File: config.mk
export PLATFORM = sky130hd
export DESIGN_NAME = clock_chip_enable_mask_regs
export DESIGN_NICKNAME = d
export VERILOG_FILES = /design/src/logic/clock_chip_pkg.sv /design/src/logic/loop_stagger_timer.sv /design/src/logic/clock_chip_enable_mask_regs.sv
export SDC_FILE = /design/constraint.sdc
export NUM_CORES = 1
export LEC_CHECK = 0
export ABC_AREA = 1
export BUFFER_PORTS_ARGS = -buffer_cell sky130_fd_sc_hd__buf_2
export CAP_MARGIN = 20
export CORE_MARGIN = 5
export CORE_UTILIZATION = 45
export CTS_CLUSTER_DIAMETER = 80
export DETAILED_ROUTE_END_ITERATION = 7
export GPL_TIMING_DRIVEN = 0
export PLACE_DENSITY = 0.68
export SLEW_MARGIN = 40
export SYNTH_ARGS = -nofsm -noshare
export SYNTH_HDL_FRONTEND = slang
export SYNTH_SLANG_ARGS = --single-unit
File: constraint.sdc
create_clock -name clk -period 2.1 [get_ports clk]
set_clock_uncertainty 0.1 [all_clocks]
set_input_delay 0.315 -clock clk [delete_from_list [all_inputs] [get_ports clk]]
set_output_delay 0.315 -clock clk [all_outputs]
set_load 0.01 [all_outputs]
File: src/logic/clock_chip_pkg.sv
package clock_chip_pkg;

   // register numbers on the serial register port
   localparam logic [7:0] FUSE_PAGE_POINTER_ADDR         = 8'h22;
   localparam logic [7:0] IO_RAIL_SELECT_ADDR            = 8'h23;
   localparam logic [7:0] INPUT_FIXED_OUTPUT_ENABLE_ADDR = 8'h24;
   localparam logic [7:0] FLEXIBLE_OUTPUT_ENABLE_ADDR    = 8'h25;
   localparam logic [7:0] OUTPUT_DISABLE_CONTROL_ADDR    = 8'h26;
   localparam logic [7:0] INPUT_EVENT_IRQ_MASK_ADDR      = 8'h27;
   localparam logic [7:0] LOOP_EVENT_IRQ_MASK_ADDR       = 8'h28;

   localparam logic [7:0] REG_RESET_VALUE = 8'h00;
   // reserved bits of these registers read back as zero
   localparam logic [7:0] OUTPUT_DISABLE_WMASK = 8'hcf;
   localparam logic [7:0] LOOP_MASK_WMASK      = 8'hf0;

   // field positions
   localparam int RAIL_VDDIN_BIT    = 7;
   localparam int FREE_RUN_EN_BIT   = 5;
   localparam int INPUT_EN_LSB      = 4;
   localparam int BOTTOM_EN_LSB     = 2;
   localparam int TOP_EN_LSB        = 0;
   localparam int FREE_RUN_SEL_LSB  = 6;
   localparam int STAGGER_SEL_LSB   = 2;
   localparam int LOCK_LOSS_DIS_BIT = 1;
   localparam int REF_LOSS_DIS_BIT  = 0;
   localparam int DRIFT_MASK_LSB    = 4;
   localparam int LOSS_MASK_LSB     = 0;
   localparam int LOOP_MASK_LSB     = 4;

   // staggered loop-enable delays
   localparam int          CLK_FREQ_MHZ       = 25;
   localparam int unsigned STAGGER_TIME_US_0  = 4000;
   localparam int unsigned STAGGER_TIME_US_1  = 40000;
   localparam int unsigned STAGGER_TIME_US_2  = 400000;
   localparam int unsigned STAGGER_TIME_US_3  = 4000000;
   localparam int unsigned STAGGER_CYCLES_0   = STAGGER_TIME_US_0 * CLK_FREQ_MHZ;
   localparam int unsigned STAGGER_CYCLES_1   = STAGGER_TIME_US_1 * CLK_FREQ_MHZ;
   localparam int unsigned STAGGER_CYCLES_2   = STAGGER_TIME_US_2 * CLK_FREQ_MHZ;
   localparam int unsigned STAGGER_CYCLES_3   = STAGGER_TIME_US_3 * CLK_FREQ_MHZ;
   localparam int          STAGGER_CNT_W      = 27;

   // loop vectors: bit 0 is loop A, bit 3 is loop D
   typedef struct packed {
      logic [3:0] drift;
      logic [3:0] input_loss;
      logic [3:0] lock_loss;
      logic       ref_osc_loss;
   } clock_events_t;

   typedef struct packed {
      logic       wr;
      logic       rd;
      logic [7:0] addr;
      logic [7:0] wdata;
   } reg_req_t;

   typedef enum logic [1:0] {
      SEQ_IDLE    = 2'b00,
      SEQ_STAGGER = 2'b01,
      SEQ_RUN     = 2'b10
   } seq_state_t;

endpackage

File: src/logic/loop_stagger_timer.sv
`timescale 1ns/10ps
`default_nettype none
module loop_stagger_timer #(
   parameter int CNT_W = 27
) (
   // clock and reset
   input  wire logic             clk,
   input  wire logic             rst_n,
   // control
   input  wire logic             start,
   input  wire logic [CNT_W-1:0] load_value,
   // status
   output logic                  expired
);
   logic [CNT_W-1:0] count_reg;
   logic [CNT_W-1:0] count_next;
   logic             run_reg;
   logic             run_next;
   logic             expired_next;

   always_comb begin
      count_next   = count_reg;
      run_next     = run_reg;
      expired_next = 1'b0;
      if (start) begin
         count_next = load_value - CNT_W'(1);
         run_next   = 1'b1;
      end else if (run_reg) begin
         if (count_reg == '0) begin
            run_next     = 1'b0;
            expired_next = 1'b1;
         end else begin
            count_next = count_reg - CNT_W'(1);
         end
      end
   end

   always_ff @(posedge clk) begin
      if (!rst_n) begin
         count_reg <= '0;
         run_reg   <= 1'b0;
         expired   <= 1'b0;
      end else begin
         count_reg <= count_next;
         run_reg   <= run_next;
         expired   <= expired_next;
      end
   end
endmodule
`default_nettype wire

File: src/logic/clock_chip_enable_mask_regs.sv
`timescale 1ns/10ps
`default_nettype none
module clock_chip_enable_mask_regs #(
   parameter int unsigned STAGGER_CYCLES_0 = clock_chip_pkg::STAGGER_CYCLES_0,
   parameter int unsigned STAGGER_CYCLES_1 = clock_chip_pkg::STAGGER_CYCLES_1,
   parameter int unsigned STAGGER_CYCLES_2 = clock_chip_pkg::STAGGER_CYCLES_2,
   parameter int unsigned STAGGER_CYCLES_3 = clock_chip_pkg::STAGGER_CYCLES_3
) (
   // clock and reset
   input  wire logic                    clk,
   input  wire logic                    rst_n,
   // register port
   input  wire clock_chip_pkg::reg_req_t reg_req,
   output logic [7:0]                   reg_rdata,
   output logic                         reg_rvalid,
   // monitored events and wake-up
   input  wire clock_chip_pkg::clock_events_t events,
   input  wire logic                    wake_start,
   input  wire logic                    fuse_locked,
   // configuration outputs
   output logic [7:0]                   fuse_page_sel,
   output logic                         vddio_from_vddin,
   output logic [3:0]                   input_enable_n,
   output logic [1:0]                   bottom_output_enable_n,
   output logic [1:0]                   top_output_enable_n,
   output logic [7:0]                   flex_output_enable_n,
   // loop control
   output logic [3:0]                   loop_output_disable,
   output logic [3:0]                   free_run_loop,
   output logic [3:0]                   loop_enable,
   // interrupt indication
   output logic                         irq
);
   localparam int W = clock_chip_pkg::STAGGER_CNT_W;

   if (STAGGER_CYCLES_0 == 0 || STAGGER_CYCLES_1 == 0 || STAGGER_CYCLES_2 == 0 ||
       STAGGER_CYCLES_3 == 0 || STAGGER_CYCLES_3 >= (64'd1 << W) ||
       STAGGER_CYCLES_2 >= (64'd1 << W) || STAGGER_CYCLES_1 >= (64'd1 << W) ||
       STAGGER_CYCLES_0 >= (64'd1 << W)) begin : g_bad_stagger
      $error("stagger cycle counts must lie between 1 and the timer range");
   end

   logic [7:0] fuse_reg, fuse_next;
   logic [7:0] rail_reg, rail_next;
   logic [7:0] io_en_reg, io_en_next;
   logic [7:0] flex_reg, flex_next;
   logic [7:0] oed_reg, oed_next;
   logic [7:0] imask_reg, imask_next;
   logic [7:0] lmask_reg, lmask_next;
   logic [7:0] rdata_next;

   // register writes and reads
   always_comb begin
      fuse_next  = fuse_reg;
      rail_next  = rail_reg;
      io_en_next = io_en_reg;
      flex_next  = flex_reg;
      oed_next   = oed_reg;
      imask_next = imask_reg;
      lmask_next = lmask_reg;
      if (reg_req.wr) begin
         case (reg_req.addr)
            clock_chip_pkg::FUSE_PAGE_POINTER_ADDR:         fuse_next = reg_req.wdata;
            clock_chip_pkg::IO_RAIL_SELECT_ADDR:            rail_next = reg_req.wdata;
            clock_chip_pkg::INPUT_FIXED_OUTPUT_ENABLE_ADDR: io_en_next = reg_req.wdata;
            clock_chip_pkg::FLEXIBLE_OUTPUT_ENABLE_ADDR:    flex_next = reg_req.wdata;
            clock_chip_pkg::OUTPUT_DISABLE_CONTROL_ADDR:
               oed_next = reg_req.wdata & clock_chip_pkg::OUTPUT_DISABLE_WMASK;
            clock_chip_pkg::INPUT_EVENT_IRQ_MASK_ADDR:      imask_next = reg_req.wdata;
            clock_chip_pkg::LOOP_EVENT_IRQ_MASK_ADDR:
               lmask_next = reg_req.wdata & clock_chip_pkg::LOOP_MASK_WMASK;
            default: ; // unmapped writes are dropped
         endcase
      end
      case (reg_req.addr)
         clock_chip_pkg::FUSE_PAGE_POINTER_ADDR:         rdata_next = fuse_reg;
         clock_chip_pkg::IO_RAIL_SELECT_ADDR:            rdata_next = rail_reg;
         clock_chip_pkg::INPUT_FIXED_OUTPUT_ENABLE_ADDR: rdata_next = io_en_reg;
         clock_chip_pkg::FLEXIBLE_OUTPUT_ENABLE_ADDR:    rdata_next = flex_reg;
         clock_chip_pkg::OUTPUT_DISABLE_CONTROL_ADDR:    rdata_next = oed_reg;
         clock_chip_pkg::INPUT_EVENT_IRQ_MASK_ADDR:      rdata_next = imask_reg;
         clock_chip_pkg::LOOP_EVENT_IRQ_MASK_ADDR:       rdata_next = lmask_reg;
         default:                                        rdata_next = 8'h00;
      endcase
      if (!reg_req.rd) begin
         rdata_next = reg_rdata;
      end
   end

   always_ff @(posedge clk) begin
      if (!rst_n) begin
         fuse_reg   <= clock_chip_pkg::REG_RESET_VALUE;
         rail_reg   <= clock_chip_pkg::REG_RESET_VALUE;
         io_en_reg  <= clock_chip_pkg::REG_RESET_VALUE;
         flex_reg   <= clock_chip_pkg::REG_RESET_VALUE;
         oed_reg    <= clock_chip_pkg::REG_RESET_VALUE;
         imask_reg  <= clock_chip_pkg::REG_RESET_VALUE;
         lmask_reg  <= clock_chip_pkg::REG_RESET_VALUE;
         reg_rdata  <= 8'h00;
         reg_rvalid <= 1'b0;
      end else begin
         fuse_reg   <= fuse_next;
         rail_reg   <= rail_next;
         io_en_reg  <= io_en_next;
         flex_reg   <= flex_next;
         oed_reg    <= oed_next;
         imask_reg  <= imask_next;
         lmask_reg  <= lmask_next;
         reg_rdata  <= rdata_next;
         reg_rvalid <= reg_req.rd;
      end
   end

   // register fields straight onto the configuration outputs
   assign fuse_page_sel          = fuse_reg;
   assign vddio_from_vddin       = rail_reg[clock_chip_pkg::RAIL_VDDIN_BIT];
   assign input_enable_n         = io_en_reg[clock_chip_pkg::INPUT_EN_LSB +: 4];
   assign bottom_output_enable_n = io_en_reg[clock_chip_pkg::BOTTOM_EN_LSB +: 2];
   assign top_output_enable_n    = io_en_reg[clock_chip_pkg::TOP_EN_LSB +: 2];
   assign flex_output_enable_n   = flex_reg;

   // output disable and interrupt
   logic [3:0] loop_mask;
   logic [3:0] oed_next_v;
   logic       irq_next;

   always_comb begin
      // mask register lists loops A..D from bit 7 downward
      loop_mask = {lmask_reg[clock_chip_pkg::LOOP_MASK_LSB],
                   lmask_reg[clock_chip_pkg::LOOP_MASK_LSB + 1],
                   lmask_reg[clock_chip_pkg::LOOP_MASK_LSB + 2],
                   lmask_reg[clock_chip_pkg::LOOP_MASK_LSB + 3]};
      oed_next_v = (events.lock_loss & {4{oed_reg[clock_chip_pkg::LOCK_LOSS_DIS_BIT]}})
                 | {4{events.ref_osc_loss & oed_reg[clock_chip_pkg::REF_LOSS_DIS_BIT]}};
      irq_next = |(events.drift & ~imask_reg[clock_chip_pkg::DRIFT_MASK_LSB +: 4])
               | |(events.input_loss & ~imask_reg[clock_chip_pkg::LOSS_MASK_LSB +: 4])
               | |(events.lock_loss & ~loop_mask);
   end

   always_ff @(posedge clk) begin
      if (!rst_n) begin
         loop_output_disable <= 4'h0;
         irq                 <= 1'b0;
      end else begin
         loop_output_disable <= oed_next_v;
         irq                 <= irq_next;
      end
   end

   // wake-up: free-run selection and staggered loop enables
   clock_chip_pkg::seq_state_t state_reg, state_next;
   logic [3:0]   free_next;
   logic [3:0]   loop_en_next;
   logic         timer_start;
   logic         timer_expired;
   logic [W-1:0] stagger_load;

   always_comb begin
      case (oed_reg[clock_chip_pkg::STAGGER_SEL_LSB +: 2])
         2'b00:   stagger_load = W'(STAGGER_CYCLES_0);
         2'b01:   stagger_load = W'(STAGGER_CYCLES_1);
         2'b10:   stagger_load = W'(STAGGER_CYCLES_2);
         default: stagger_load = W'(STAGGER_CYCLES_3);
      endcase
      state_next   = state_reg;
      free_next    = free_run_loop;
      loop_en_next = loop_enable;
      timer_start  = 1'b0;
      if (wake_start) begin
         free_next = 4'h0;
         if (rail_reg[clock_chip_pkg::FREE_RUN_EN_BIT]) begin
            free_next[oed_reg[clock_chip_pkg::FREE_RUN_SEL_LSB +: 2]] = 1'b1;
         end
         if (fuse_locked) begin
            loop_en_next = 4'h1;
            timer_start  = 1'b1;
            state_next   = clock_chip_pkg::SEQ_STAGGER;
         end else begin
            loop_en_next = 4'hf;
            state_next   = clock_chip_pkg::SEQ_RUN;
         end
      end else begin
         case (state_reg)
            clock_chip_pkg::SEQ_STAGGER: begin
               if (timer_expired) begin
                  loop_en_next = 4'hf;
                  state_next   = clock_chip_pkg::SEQ_RUN;
               end
            end
            clock_chip_pkg::SEQ_IDLE: ;
            clock_chip_pkg::SEQ_RUN:  ;
            default: state_next = clock_chip_pkg::SEQ_IDLE;
         endcase
      end
   end

   always_ff @(posedge clk) begin
      if (!rst_n) begin
         state_reg     <= clock_chip_pkg::SEQ_IDLE;
         free_run_loop <= 4'h0;
         loop_enable   <= 4'h0;
      end else begin
         state_reg     <= state_next;
         free_run_loop <= free_next;
         loop_enable   <= loop_en_next;
      end
   end

   loop_stagger_timer #(
      .CNT_W (W)
   ) u_stagger (
      .clk        (clk),
      .rst_n      (rst_n),
      .start      (timer_start),
      .load_value (stagger_load),
      .expired    (timer_expired)
   );

   function automatic logic is_wr(input logic [7:0] a);
      return reg_req.wr && reg_req.addr == a;
   endfunction
endmodule
`default_nettype wire

==> results.ini, run 1 <==
[critical_path]
number_of_cells_on_the_worst_reg_to_reg_path = 11
timing.critical_path.cells = ha_2, nand3_2, buf_8, nand3_2, nand2_1, nor2_1, nand3_1, nor2_1, nand2_1, nand3_1, nand2_1
crit_top_cell = sky130_fd_sc_hd__nand2_1
critical_path.max_fanout = 8
cp-end-kind = flip-flop
slowest_delay_ns = 0.39
critPathKind = reg2reg
critPathLaunchType = flip-flop
worst_path_max_delay_cell = sky130_fd_sc_hd__dfxtp_4
worst-endpoint-arrival_ns = 2.18
worstPathRequired_ns = 2.25

[sta]
timing.max_slew.rel_slack_pct = 56.6
final.min_clock_period_ns = 2.02
final_hold_viol_count = 0
finalCritPeriodShare_pct = 96.3
max_slew.worst_pin.slew_ns = 0.651
final_setup_vio_count = 0
max_clock_freq_mhz = 494
maxSlewViolCount = 0

[finish]
antennaDiodeCount = 0
fin_nets = 948
syn2layout_area_growth_pct = 18.7
final_layout_size_suffix_gt1_share_pct = 19.5
largest_register_ff_count = 27
area.sequential_sq_mm = 0.00203
n_fill_cell = 1172
multi_input_comb_area_sq_mm = 0.00284
stdcell_count = 1055

[detailed_routing]
first_iter_violations = 485
drc = 0
drt_pre_antenna_iters = 5
wl_microns = 16600
detail_route.vias_per_cell = 5.32
route.vias.total = 5611
postRouteAntennaNets = 0
routed_wl_per_cell_microns = 15.7

[floorplan]
floorplan.initialDensity_pct = 46.5
ioPinCount = 82
die_wd_microns = 119
chipHeight_microns = 119
core_sq_mm = 0.0115
die_area_sq_mm = 0.0142
std_cell_rows = 39

[synth]
netlist_top_cells_area = sky130_fd_sc_hd__dfxtp_1 38%, sky130_fd_sc_hd__nand2_1 12%, sky130_fd_sc_hd__o21ai_0 8.3%
syn-cell-area_sq_mm = 0.00535
synth_top_area_share_pct = 37.8
post_syn_nets = 850
synth_top_area_cell = sky130_fd_sc_hd__dfxtp_1
synth.yosys.warnings = 0
synth-seq-area-share_pct = 37.8
asyncSetResetFlopFracSynth_pct = 0
syn-instance-count = 810
syn_avg_cell_area_sq_um = 6.61
synth_top_cells_by_count = 170 x sky130_fd_sc_hd__nand2_1, 101 x sky130_fd_sc_hd__dfxtp_1, 101 x sky130_fd_sc_hd__inv_1
post_synth_num_cell_types = 37
synth.most_common_cell = sky130_fd_sc_hd__nand2_1
postSynth.topFlopCell = sky130_fd_sc_hd__dfxtp_1
synth_enable_flop_cells = 0
yosys_register_bits = 101

[global_routing]
grt_pass1_wl_microns = 26500
antenna_found_initial = 0
grt_overflow_total = 0
grt.total_usage_pct = 23.1
grt_max_degree = 17
grt_pass1_vias = 5323

[job]
maxCapViolations = 0

[clock_tree]
clock_tree.buffer_depth = 2
clock-root-buffer = sky130_fd_sc_hd__clkbuf_16
insertion_delay_ns = 0.35
cts_tree = done
ctsHoldBuffers = 0
cts_made_buffers = 9
cts.sink_count = 101
clkTransAtPathRegs_ns = 0.07
cts_max_level = 3

[power_and_ir_drop]
internal-power_mw = 3.07
post-layout-total-power_mw = 4.40
worst_ir_drop_vdd_mv = 0.680
combinationalPowerShare_pct = 17.9
p_seq_share_pct = 45.7
power.density_mw_per_mm2 = 693
clock_power_share_pct = 36.4
power.switching_mw = 1.33
switching_share_pct = 30.3
leakagePower_nw = 2.82

[placed_design]
place.port_buffers = 79
detailedPlacementHpwl_microns = 12300
placed_cells_incl_taps = 1032
final_weighted_congestion_in_routability_driven_placement = 0.926

[min_path]
hold_path.class = in2reg
whs_path_depth = 3

[run_status]
outcome = finished clean

==> worst paths after layout <==
check                      startpoint                              endpoint  slack, ns
max           oed_reg[2]$_SDFFE_PN0P_  u_stagger.count_reg[23]$_SDFFE_PN0P_       0.08
min                         events[1]     loop_output_disable[0]$_SDFF_PN0_       0.14
max reg2reg   oed_reg[2]$_SDFFE_PN0P_  u_stagger.count_reg[23]$_SDFFE_PN0P_       0.08
min reg2reg  rail_reg[0]$_SDFFE_PN0P_              rail_reg[0]$_SDFFE_PN0P_       0.35
==> metal layers <==
metal  vias to the layer above  track usage (%)  share of wire, %
met4                         0             7.68               2.9
met2                       199             39.3                48
met5                         -                0                 0
met1                      2559             28.9                42
li1                       2811                -                 -
met3                        42             5.45               7.0
==> placed cells by master, fill, tap and decap left out, types with 2 or more instances in the layout <==
cell type	count
sky130_fd_sc_hd__nand3_2	6
sky130_fd_sc_hd__buf_1	2
sky130_fd_sc_hd__buf_2	81
sky130_fd_sc_hd__nand2_1	165
sky130_fd_sc_hd__nand2_4	4
sky130_fd_sc_hd__buf_6	3
sky130_fd_sc_hd__nand4_1	9
sky130_fd_sc_hd__o21ai_0	89
sky130_fd_sc_hd__buf_4	11
sky130_fd_sc_hd__dfxtp_1	99
sky130_fd_sc_hd__nor2_4	9
sky130_fd_sc_hd__o21ai_1	2
sky130_fd_sc_hd__clkbuf_16	9
sky130_fd_sc_hd__nor3_1	7
sky130_fd_sc_hd__nor2_2	10
sky130_fd_sc_hd__ha_2	3
sky130_fd_sc_hd__inv_2	9
sky130_fd_sc_hd__nand3_1	63
sky130_fd_sc_hd__a22o_1	3
sky130_fd_sc_hd__nor2_1	86
sky130_fd_sc_hd__inv_6	3
sky130_fd_sc_hd__clkbuf_1	18
sky130_fd_sc_hd__a21oi_1	79
sky130_fd_sc_hd__clkinv_2	3
sky130_fd_sc_hd__nand3b_1	3
sky130_fd_sc_hd__xor2_1	3
sky130_fd_sc_hd__nand2_2	14
sky130_fd_sc_hd__inv_1	98
==> stage by stage <==
stage	setup TNS (ns)	area (sq um)	util [%]	setup slack [ns]	hold slack [ns]
3_5_place_dp	-4.23	5930	51.5	-0.440	0.343
5_1_grt	-0.0626	6350	55.2	-0.0217	0.149
3_3_place_gp	-3.98	5930	51.5	-0.423	0.337
4_1_cts	-0.0166	6220	54.0	-0.0166	0.129
2_1_floorplan	0	5350	-	0.0343	0.324
6_report	0	6350	55.2	0.0771	0.137
==> logic make-up after synthesis <==
logic type	share of synthesized area, %
buf+inv	10.7
flops	37.8
simple gates	32.5
compound gates	17.3
xor+xnor	0.491
fa+ha+maj	1.17
==> what timing repair did <==
item,CTS,global route
setup endpoints to repair,8,22
pin swaps,0,7
gates resized for setup,4,25
cloned,0,1
setup buffers,0,8
==> power groups by stage <==
stage	registers [mW]	logic [mW]	clock network (mW)
final	2.01	0.789	1.60
after global routing	2.02	0.883	1.71
after CTS	2.01	0.735	1.62
after detailed placement	2.05	0.723	0
after global placement	2.05	0.719	0
after floorplan	2.05	0.520	0
==> cell type report <==
type                            count  area share [%]
Multi-Input combinational cell    569            44.6
Sequential cell                   101            31.9
Timing Repair Buffer               87            7.21
Inverter                          111            6.65
Clock buffer                       11            3.82
Tap cell                          143            2.82
Buffer                             29            2.48
Clock inverter                      4           0.492
==> critical path, delay by kind of cell, from the launching register on <==
| kind | cells | cell delay (ns) |
|---|---|---|
| adder cells (fa/ha/maj) | 1 | 0.24 |
| buffers and inverters | 1 | 0.17 |
| flip-flops | 1 | 0.39 |
| AND/OR/NAND/NOR | 9 | 1.02 |
(Power assumes the default switching activity.)
==> run 2, diff against run 1 <==
--- a/config.mk
+++ b/config.mk
@@ -13,7 +13,7 @@
 export CTS_CLUSTER_DIAMETER = 80
 export DETAILED_ROUTE_END_ITERATION = 7
 export GPL_TIMING_DRIVEN = 0
-export PLACE_DENSITY = 0.68
+export PLACE_DENSITY = 0.79
 export SLEW_MARGIN = 40
 export SYNTH_ARGS = -nofsm -noshare
 export SYNTH_HDL_FRONTEND = slang
==> results.ini, run 2 (synthesis results as in run 1) <==
[min_path]
hold-path-endpoint = loop_output_disable[1]$_SDFF_PN0_
hold_path.class = in2reg
holdCritStartpoint = events[2]
whs_path_depth = 3  ; unchanged

[sta]
maxSlewViolCount = 0  ; unchanged
final_setup_vio_count = 0  ; unchanged
timing.max_slew.rel_slack_pct = 54.1  ; -2.5 points
finalCritPeriodShare_pct = 96.2  ; -0.17 points
layout_setup_ws_ns = 0.0806  ; +0.00357 ns
final_hold_viol_count = 0  ; unchanged
final.min_clock_period_ns = 2.02  ; -0.00357 ns
max_slew.worst_pin.slew_ns = 0.688  ; +0.0368 ns
max_clock_freq_mhz = 495  ; +0.18%

[critical_path]
crit-reg2reg-capture = u_stagger.count_reg[17]$_SDFFE_PN0P_
number_of_cells_on_the_worst_reg_to_reg_path = 15  ; +4
cp-end-kind = flip-flop
worst-endpoint-arrival_ns = 2.22  ; +0.04 ns
critical_path.max_fanout = 5  ; -3
slowest_delay_ns = 0.36  ; -0.03 ns
r2r_setup_slack_ns = 0.08  ; about the same
critPathKind = reg2reg
timing.critical_path.max_delay_family = simple AND/OR/NAND/NOR gates
crit-reg2reg-launch = oed_reg[2]$_SDFFE_PN0P_
crit_path_launch = oed_reg[2]$_SDFFE_PN0P_
timing.critical_path.cells = inv_1, ha_2, nand3_1, nand2_2, clkinv_1, nand2_2, nor2_4, nand2_2, nor2_4, buf_4, buf_4, nand3_1, nand2_1, nand2_1, nand2_1
timing.critical_path.buf_inv = 4  ; +3
critPathLaunchType = flip-flop
worstPathRequired_ns = 2.30  ; +0.05 ns
worst_path_max_delay_cell = sky130_fd_sc_hd__dfxtp_4

[clock_tree]
clkTransAtPathRegs_ns = 0.07  ; about the same
cts_max_level = 3  ; unchanged
clock_tree.buffer_depth = 2  ; unchanged
clock-root-buffer = sky130_fd_sc_hd__clkbuf_16
cts_tree = done
insertion_delay_ns = 0.36  ; about the same
cts_made_buffers = 9  ; unchanged
cts.sink_count = 101  ; unchanged

[placed_design]
final_weighted_congestion_in_routability_driven_placement = 0.988  ; +6.7%
placed_cells_incl_taps = 1032  ; unchanged
detailedPlacementHpwl_microns = 11900  ; -2.7%
dp_slack_ns = -0.426  ; +0.0140 ns
cell_area_placed_sq_mm = 0.00593  ; unchanged
place.port_buffers = 79  ; unchanged

[floorplan]
ioPinCount = 82  ; unchanged
die_area_sq_mm = 0.0142  ; unchanged
core_sq_mm = 0.0115  ; unchanged
die_wd_microns = 119  ; unchanged
std_cell_rows = 39  ; unchanged
chipHeight_microns = 119  ; unchanged
floorplan.initialDensity_pct = 46.5  ; unchanged

[global_routing]
gr-usage-met1_pct = 27.8  ; -1.1 points
grt_pass1_wl_microns = 26300  ; -0.57%
antenna_found_initial = 0  ; unchanged
grt_pass1_vias = 5473  ; +2.8%
global_route.usage.met3_pct = 4.31  ; -1.1 points
grt_max_degree = 19  ; +2
grt_overflow_total = 0  ; unchanged
gr-max-usage-layer = met2
grt.total_usage_pct = 22.9  ; -0.23 points
grt_util_met2_pct = 37.8  ; -1.5 points

[finish]
finish.instance_area_sq_mm = 0.00643  ; +1.1%
antennaDiodeCount = 0  ; unchanged
layout_common_cells = 164 x sky130_fd_sc_hd__nand2_1, 99 x sky130_fd_sc_hd__inv_1, 99 x sky130_fd_sc_hd__dfxtp_1
stdcell_count = 1057  ; +0.19%
layout.cells.most_common = sky130_fd_sc_hd__nand2_1
largest_register_ff_count = 27  ; unchanged
final_layout_size_suffix_gt1_share_pct = 19.8  ; +0.29 points
syn2layout_area_growth_pct = 20.0
fin_nets = 949  ; +0.11%

[detailed_routing]
drt_pre_antenna_iters = 5  ; unchanged
routed_wl_per_cell_microns = 15.1  ; -3.7%
postRouteAntennaNets = 0  ; unchanged
first_iter_violations = 438  ; -9.7%
drc = 0  ; unchanged
route.vias.total = 5592  ; -0.34%
detail_route.vias_per_cell = 5.29  ; -0.53%
wl_microns = 16000  ; -3.5%

[power_and_ir_drop]
post-layout-total-power_mw = 4.53  ; +2.9%
power.density_mw_per_mm2 = 705  ; +1.7%
leakagePower_nw = 2.85  ; +0.90%
worst_ir_drop_vdd_mv = 0.722  ; +6.2%

[job]
maxCapViolations = 0  ; unchanged

[run_status]
outcome = finished clean

run 2: area by class of cell:
type,instances,area (sq um)
flip-flops and latches,101,2030
multi-input cells,568,2870
fillers,1122,5090
clock inverters,7,81.3
well taps,143,179
repair buffers,89,473
clock buffers,9,225
inverters,111,419
plain buffers,29,154
run 2: stage by stage:
stage / hold WS [ns] / setup TNS (ns) / util (%)
4_1_cts: 0.124 / 0 / 54.2
5_1_grt: 0.140 / -0.172 / 55.8
6_report: 0.131 / 0 / 55.8
2_1_floorplan: 0.324 / 0 / -
3_5_place_dp: 0.337 / -3.65 / 51.5
3_3_place_gp: 0.333 / -3.34 / 51.5
run 2: worst reg2reg max path: stages, from the launching register on:
cell and delay, ns:
sky130_fd_sc_hd__dfxtp_4 0.36, sky130_fd_sc_hd__inv_1 0.08, sky130_fd_sc_hd__ha_2 0.20, sky130_fd_sc_hd__nand3_1 0.11
sky130_fd_sc_hd__nand2_2 0.11, sky130_fd_sc_hd__clkinv_1 0.08, sky130_fd_sc_hd__nand2_2 0.07, sky130_fd_sc_hd__nor2_4 0.15
sky130_fd_sc_hd__nand2_2 0.08, sky130_fd_sc_hd__nor2_4 0.17, sky130_fd_sc_hd__buf_4 0.14, sky130_fd_sc_hd__buf_4 0.09
sky130_fd_sc_hd__nand3_1 0.05, sky130_fd_sc_hd__nand2_1 0.07, sky130_fd_sc_hd__nand2_1 0.05, sky130_fd_sc_hd__nand2_1 0.06
run 2: how the worst max path moves through the flow:
stage                                                 to  slack, ns  cells past startpoint
floorplan           u_stagger.count_reg[26]$_SDFFE_PN0P_       0.03                     15
global placement    u_stagger.count_reg[26]$_SDFFE_PN0P_      -0.41                     15
global route         u_stagger.count_reg[6]$_SDFFE_PN0P_      -0.05                     10
detailed placement  u_stagger.count_reg[26]$_SDFFE_PN0P_      -0.43                     15
finish              u_stagger.count_reg[17]$_SDFFE_PN0P_       0.08                     15
CTS                 u_stagger.count_reg[19]$_SDFFE_PN0P_      0.002                     14
run 2: power breakdown:
group | switching, mW | internal, mW
Sequential | 0.0419 | 1.97
Combinational | 0.536 | 0.270
Clock | 0.774 | 0.941
run 2: what timing repair did:
item                       4_1_cts  5_1_grt
hold buffers                     0        0
gates resized for setup          2       33
setup endpoints to repair        9       19
setup buffers                    0       10
pin swaps                        1        7
run 2: per-layer routing:
| layer | part of all wire [%] | wire length, microns |
|---|---|---|
| met2 | 46 | 7330 |
| met4 | 5.1 | 810 |
| met1 | 42 | 6640 |
| met5 | 0 | 0 |
| met3 | 7.5 | 1200 |
==> run 3, diff against run 2 <==
--- a/config.mk
+++ b/config.mk
@@ -14,6 +14,7 @@
 export DETAILED_ROUTE_END_ITERATION = 7
 export GPL_TIMING_DRIVEN = 0
 export PLACE_DENSITY = 0.79
+export RECOVER_POWER = 25
 export SLEW_MARGIN = 40
 export SYNTH_ARGS = -nofsm -noshare
 export SYNTH_HDL_FRONTEND = slang
==> results.ini, run 3 (synthesis results as in run 1) <==
[finish]
layout.cells.most_common = sky130_fd_sc_hd__nand2_1
largest_register_ff_count = 27  ; unchanged
layout_common_cells = 164 x sky130_fd_sc_hd__nand2_1, 99 x sky130_fd_sc_hd__inv_1, 99 x sky130_fd_sc_hd__dfxtp_1
fin_nets = 949  ; unchanged
syn2layout_area_growth_pct = 19.2
antennaDiodeCount = 0  ; unchanged
final_layout_size_suffix_gt1_share_pct = 16.0  ; -3.8 points
stdcell_count = 1057  ; unchanged
finish.instance_area_sq_mm = 0.00638  ; -0.68%

[power_and_ir_drop]
post-layout-total-power_mw = 4.53  ; about the same
worst_ir_drop_vdd_mv = 0.723  ; +0.14%
power.density_mw_per_mm2 = 710  ; +0.72%
leakagePower_nw = 2.70  ; -5.3%

[clock_tree]
cts_tree = done
cts_max_level = 3  ; unchanged
clkTransAtPathRegs_ns = 0.07  ; about the same
clock_tree.buffer_depth = 2  ; unchanged
cts_made_buffers = 9  ; unchanged
insertion_delay_ns = 0.36  ; about the same
ctsHoldBuffers = 0  ; unchanged
cts.sink_count = 101  ; unchanged
clock-root-buffer = sky130_fd_sc_hd__clkbuf_16

[job]
maxCapViolations = 0  ; unchanged

[detailed_routing]
postRouteAntennaNets = 0  ; unchanged
detail_route.vias_per_cell = 5.30  ; +0.20%
drt_pre_antenna_iters = 5  ; unchanged
route.vias.total = 5603  ; +0.20%
first_iter_violations = 453  ; +3.4%
drc = 0  ; unchanged
routed_wl_per_cell_microns = 15.2  ; +0.86%
wl_microns = 16100  ; +0.86%

[critical_path]
cp-end-kind = flip-flop
worst-endpoint-arrival_ns = 2.22  ; about the same
critical_path.max_fanout = 5  ; unchanged
critPathKind = reg2reg
critPathLaunchType = flip-flop
worstPathRequired_ns = 2.31  ; about the same

[sta]
final_hold_viol_count = 0  ; unchanged
max_clock_freq_mhz = 496  ; +0.17%
timing.max_slew.rel_slack_pct = 54.7  ; +0.53 points
maxSlewViolCount = 0  ; unchanged
max_slew.worst_pin.slew_ns = 0.680  ; -0.00799 ns
layout_setup_ws_ns = 0.0840  ; +0.00333 ns
final.min_clock_period_ns = 2.02  ; -0.00333 ns
final_setup_vio_count = 0  ; unchanged
finalCritPeriodShare_pct = 96.0  ; -0.16 points

[placed_design]
cell_area_placed_sq_mm = 0.00593  ; unchanged
dp_slack_ns = -0.426  ; unchanged
place.port_buffers = 79  ; unchanged
detailedPlacementHpwl_microns = 11900  ; unchanged
placed_cells_incl_taps = 1032  ; unchanged
final_weighted_congestion_in_routability_driven_placement = 0.988  ; unchanged

[floorplan]
std_cell_rows = 39  ; unchanged
die_wd_microns = 119  ; unchanged
ioPinCount = 82  ; unchanged
floorplan.initialDensity_pct = 46.5  ; unchanged
core_sq_mm = 0.0115  ; unchanged
die_area_sq_mm = 0.0142  ; unchanged
chipHeight_microns = 119  ; unchanged

[global_routing]
antenna_found_initial = 0  ; unchanged
grt.total_usage_pct = 22.9  ; unchanged
grt_overflow_total = 0  ; unchanged
grt_max_degree = 19  ; unchanged
grt_pass1_wl_microns = 26300  ; unchanged
grt_pass1_vias = 5473  ; unchanged

[min_path]
hold_path.class = in2reg

[run_status]
outcome = finished clean

## run 3: metal layers
| metal | up-vias | global-route usage [%] | part of all wire (%) |
|---|---|---|---|
| met3 | 44 | 4.31 | 7.1 |
| met4 | 0 | 13.5 | 4.7 |
| met5 | - | 0 | 0 |
| met2 | 235 | 37.8 | 46 |
| li1 | 2818 | - | - |
| met1 | 2506 | 27.8 | 42 |
## run 3: where the power goes
part,switching (mW),internal (mW)
combinational,0.537,0.269
clock,0.775,0.941
sequential,0.0425,1.97
total,1.35,3.18
## run 3: final cells by class
type / count / area, sq um
fillers: 1138 / 5130
multi-input cells: 568 / 2870
flip-flops and latches: 101 / 2030
repair buffers: 89 / 429
inverters: 111 / 419
clock buffers: 9 / 225
well taps: 143 / 179
plain buffers: 29 / 154
clock inverters: 7 / 81.3
## run 3: metrics by stage
step	hold WS (ns)	utilization [%]	TNS, ns
2_1_floorplan	0.324	-	0
3_3_place_gp	0.333	51.5	-3.34
3_5_place_dp	0.337	51.5	-3.65
4_1_cts	0.124	54.2	0
5_1_grt	0.140	55.4	-0.172
6_report	0.132	55.4	0
## run 3: what timing repair did
item	CTS	global route
pin swaps	1	7
gates resized for setup	2	33
endpoints found under the setup margin	9	19
cloned	0	0
buffers inserted	0	10
## run 3: worst paths after layout
kind / depth (start not counted) / endpoint / start / slack, ns
setup / recovery: 15 / u_stagger.count_reg[17]$_SDFFE_PN0P_ / oed_reg[2]$_SDFFE_PN0P_ / 0.08
hold / removal: 3 / loop_output_disable[1]$_SDFF_PN0_ / events[2] / 0.13
setup reg to reg: 15 / u_stagger.count_reg[17]$_SDFFE_PN0P_ / oed_reg[2]$_SDFFE_PN0P_ / 0.08
hold reg to reg: 2 / rail_reg[6]$_SDFFE_PN0P_ / rail_reg[6]$_SDFFE_PN0P_ / 0.35
## run 3: critical path, cell delays in order, from the launching register on
cell	delay [ns]
sky130_fd_sc_hd__dfxtp_4	0.36
sky130_fd_sc_hd__inv_1	0.08
sky130_fd_sc_hd__ha_2	0.20
sky130_fd_sc_hd__nand3_1	0.11
sky130_fd_sc_hd__nand2_2	0.11
sky130_fd_sc_hd__clkinv_1	0.09
sky130_fd_sc_hd__nand2_2	0.07
sky130_fd_sc_hd__nor2_4	0.15
sky130_fd_sc_hd__nand2_2	0.08
sky130_fd_sc_hd__nor2_4	0.17
sky130_fd_sc_hd__buf_4	0.14
sky130_fd_sc_hd__buf_4	0.09
sky130_fd_sc_hd__nand3_1	0.05
sky130_fd_sc_hd__nand2_1	0.07
sky130_fd_sc_hd__nand2_1	0.05
sky130_fd_sc_hd__nand2_1	0.06
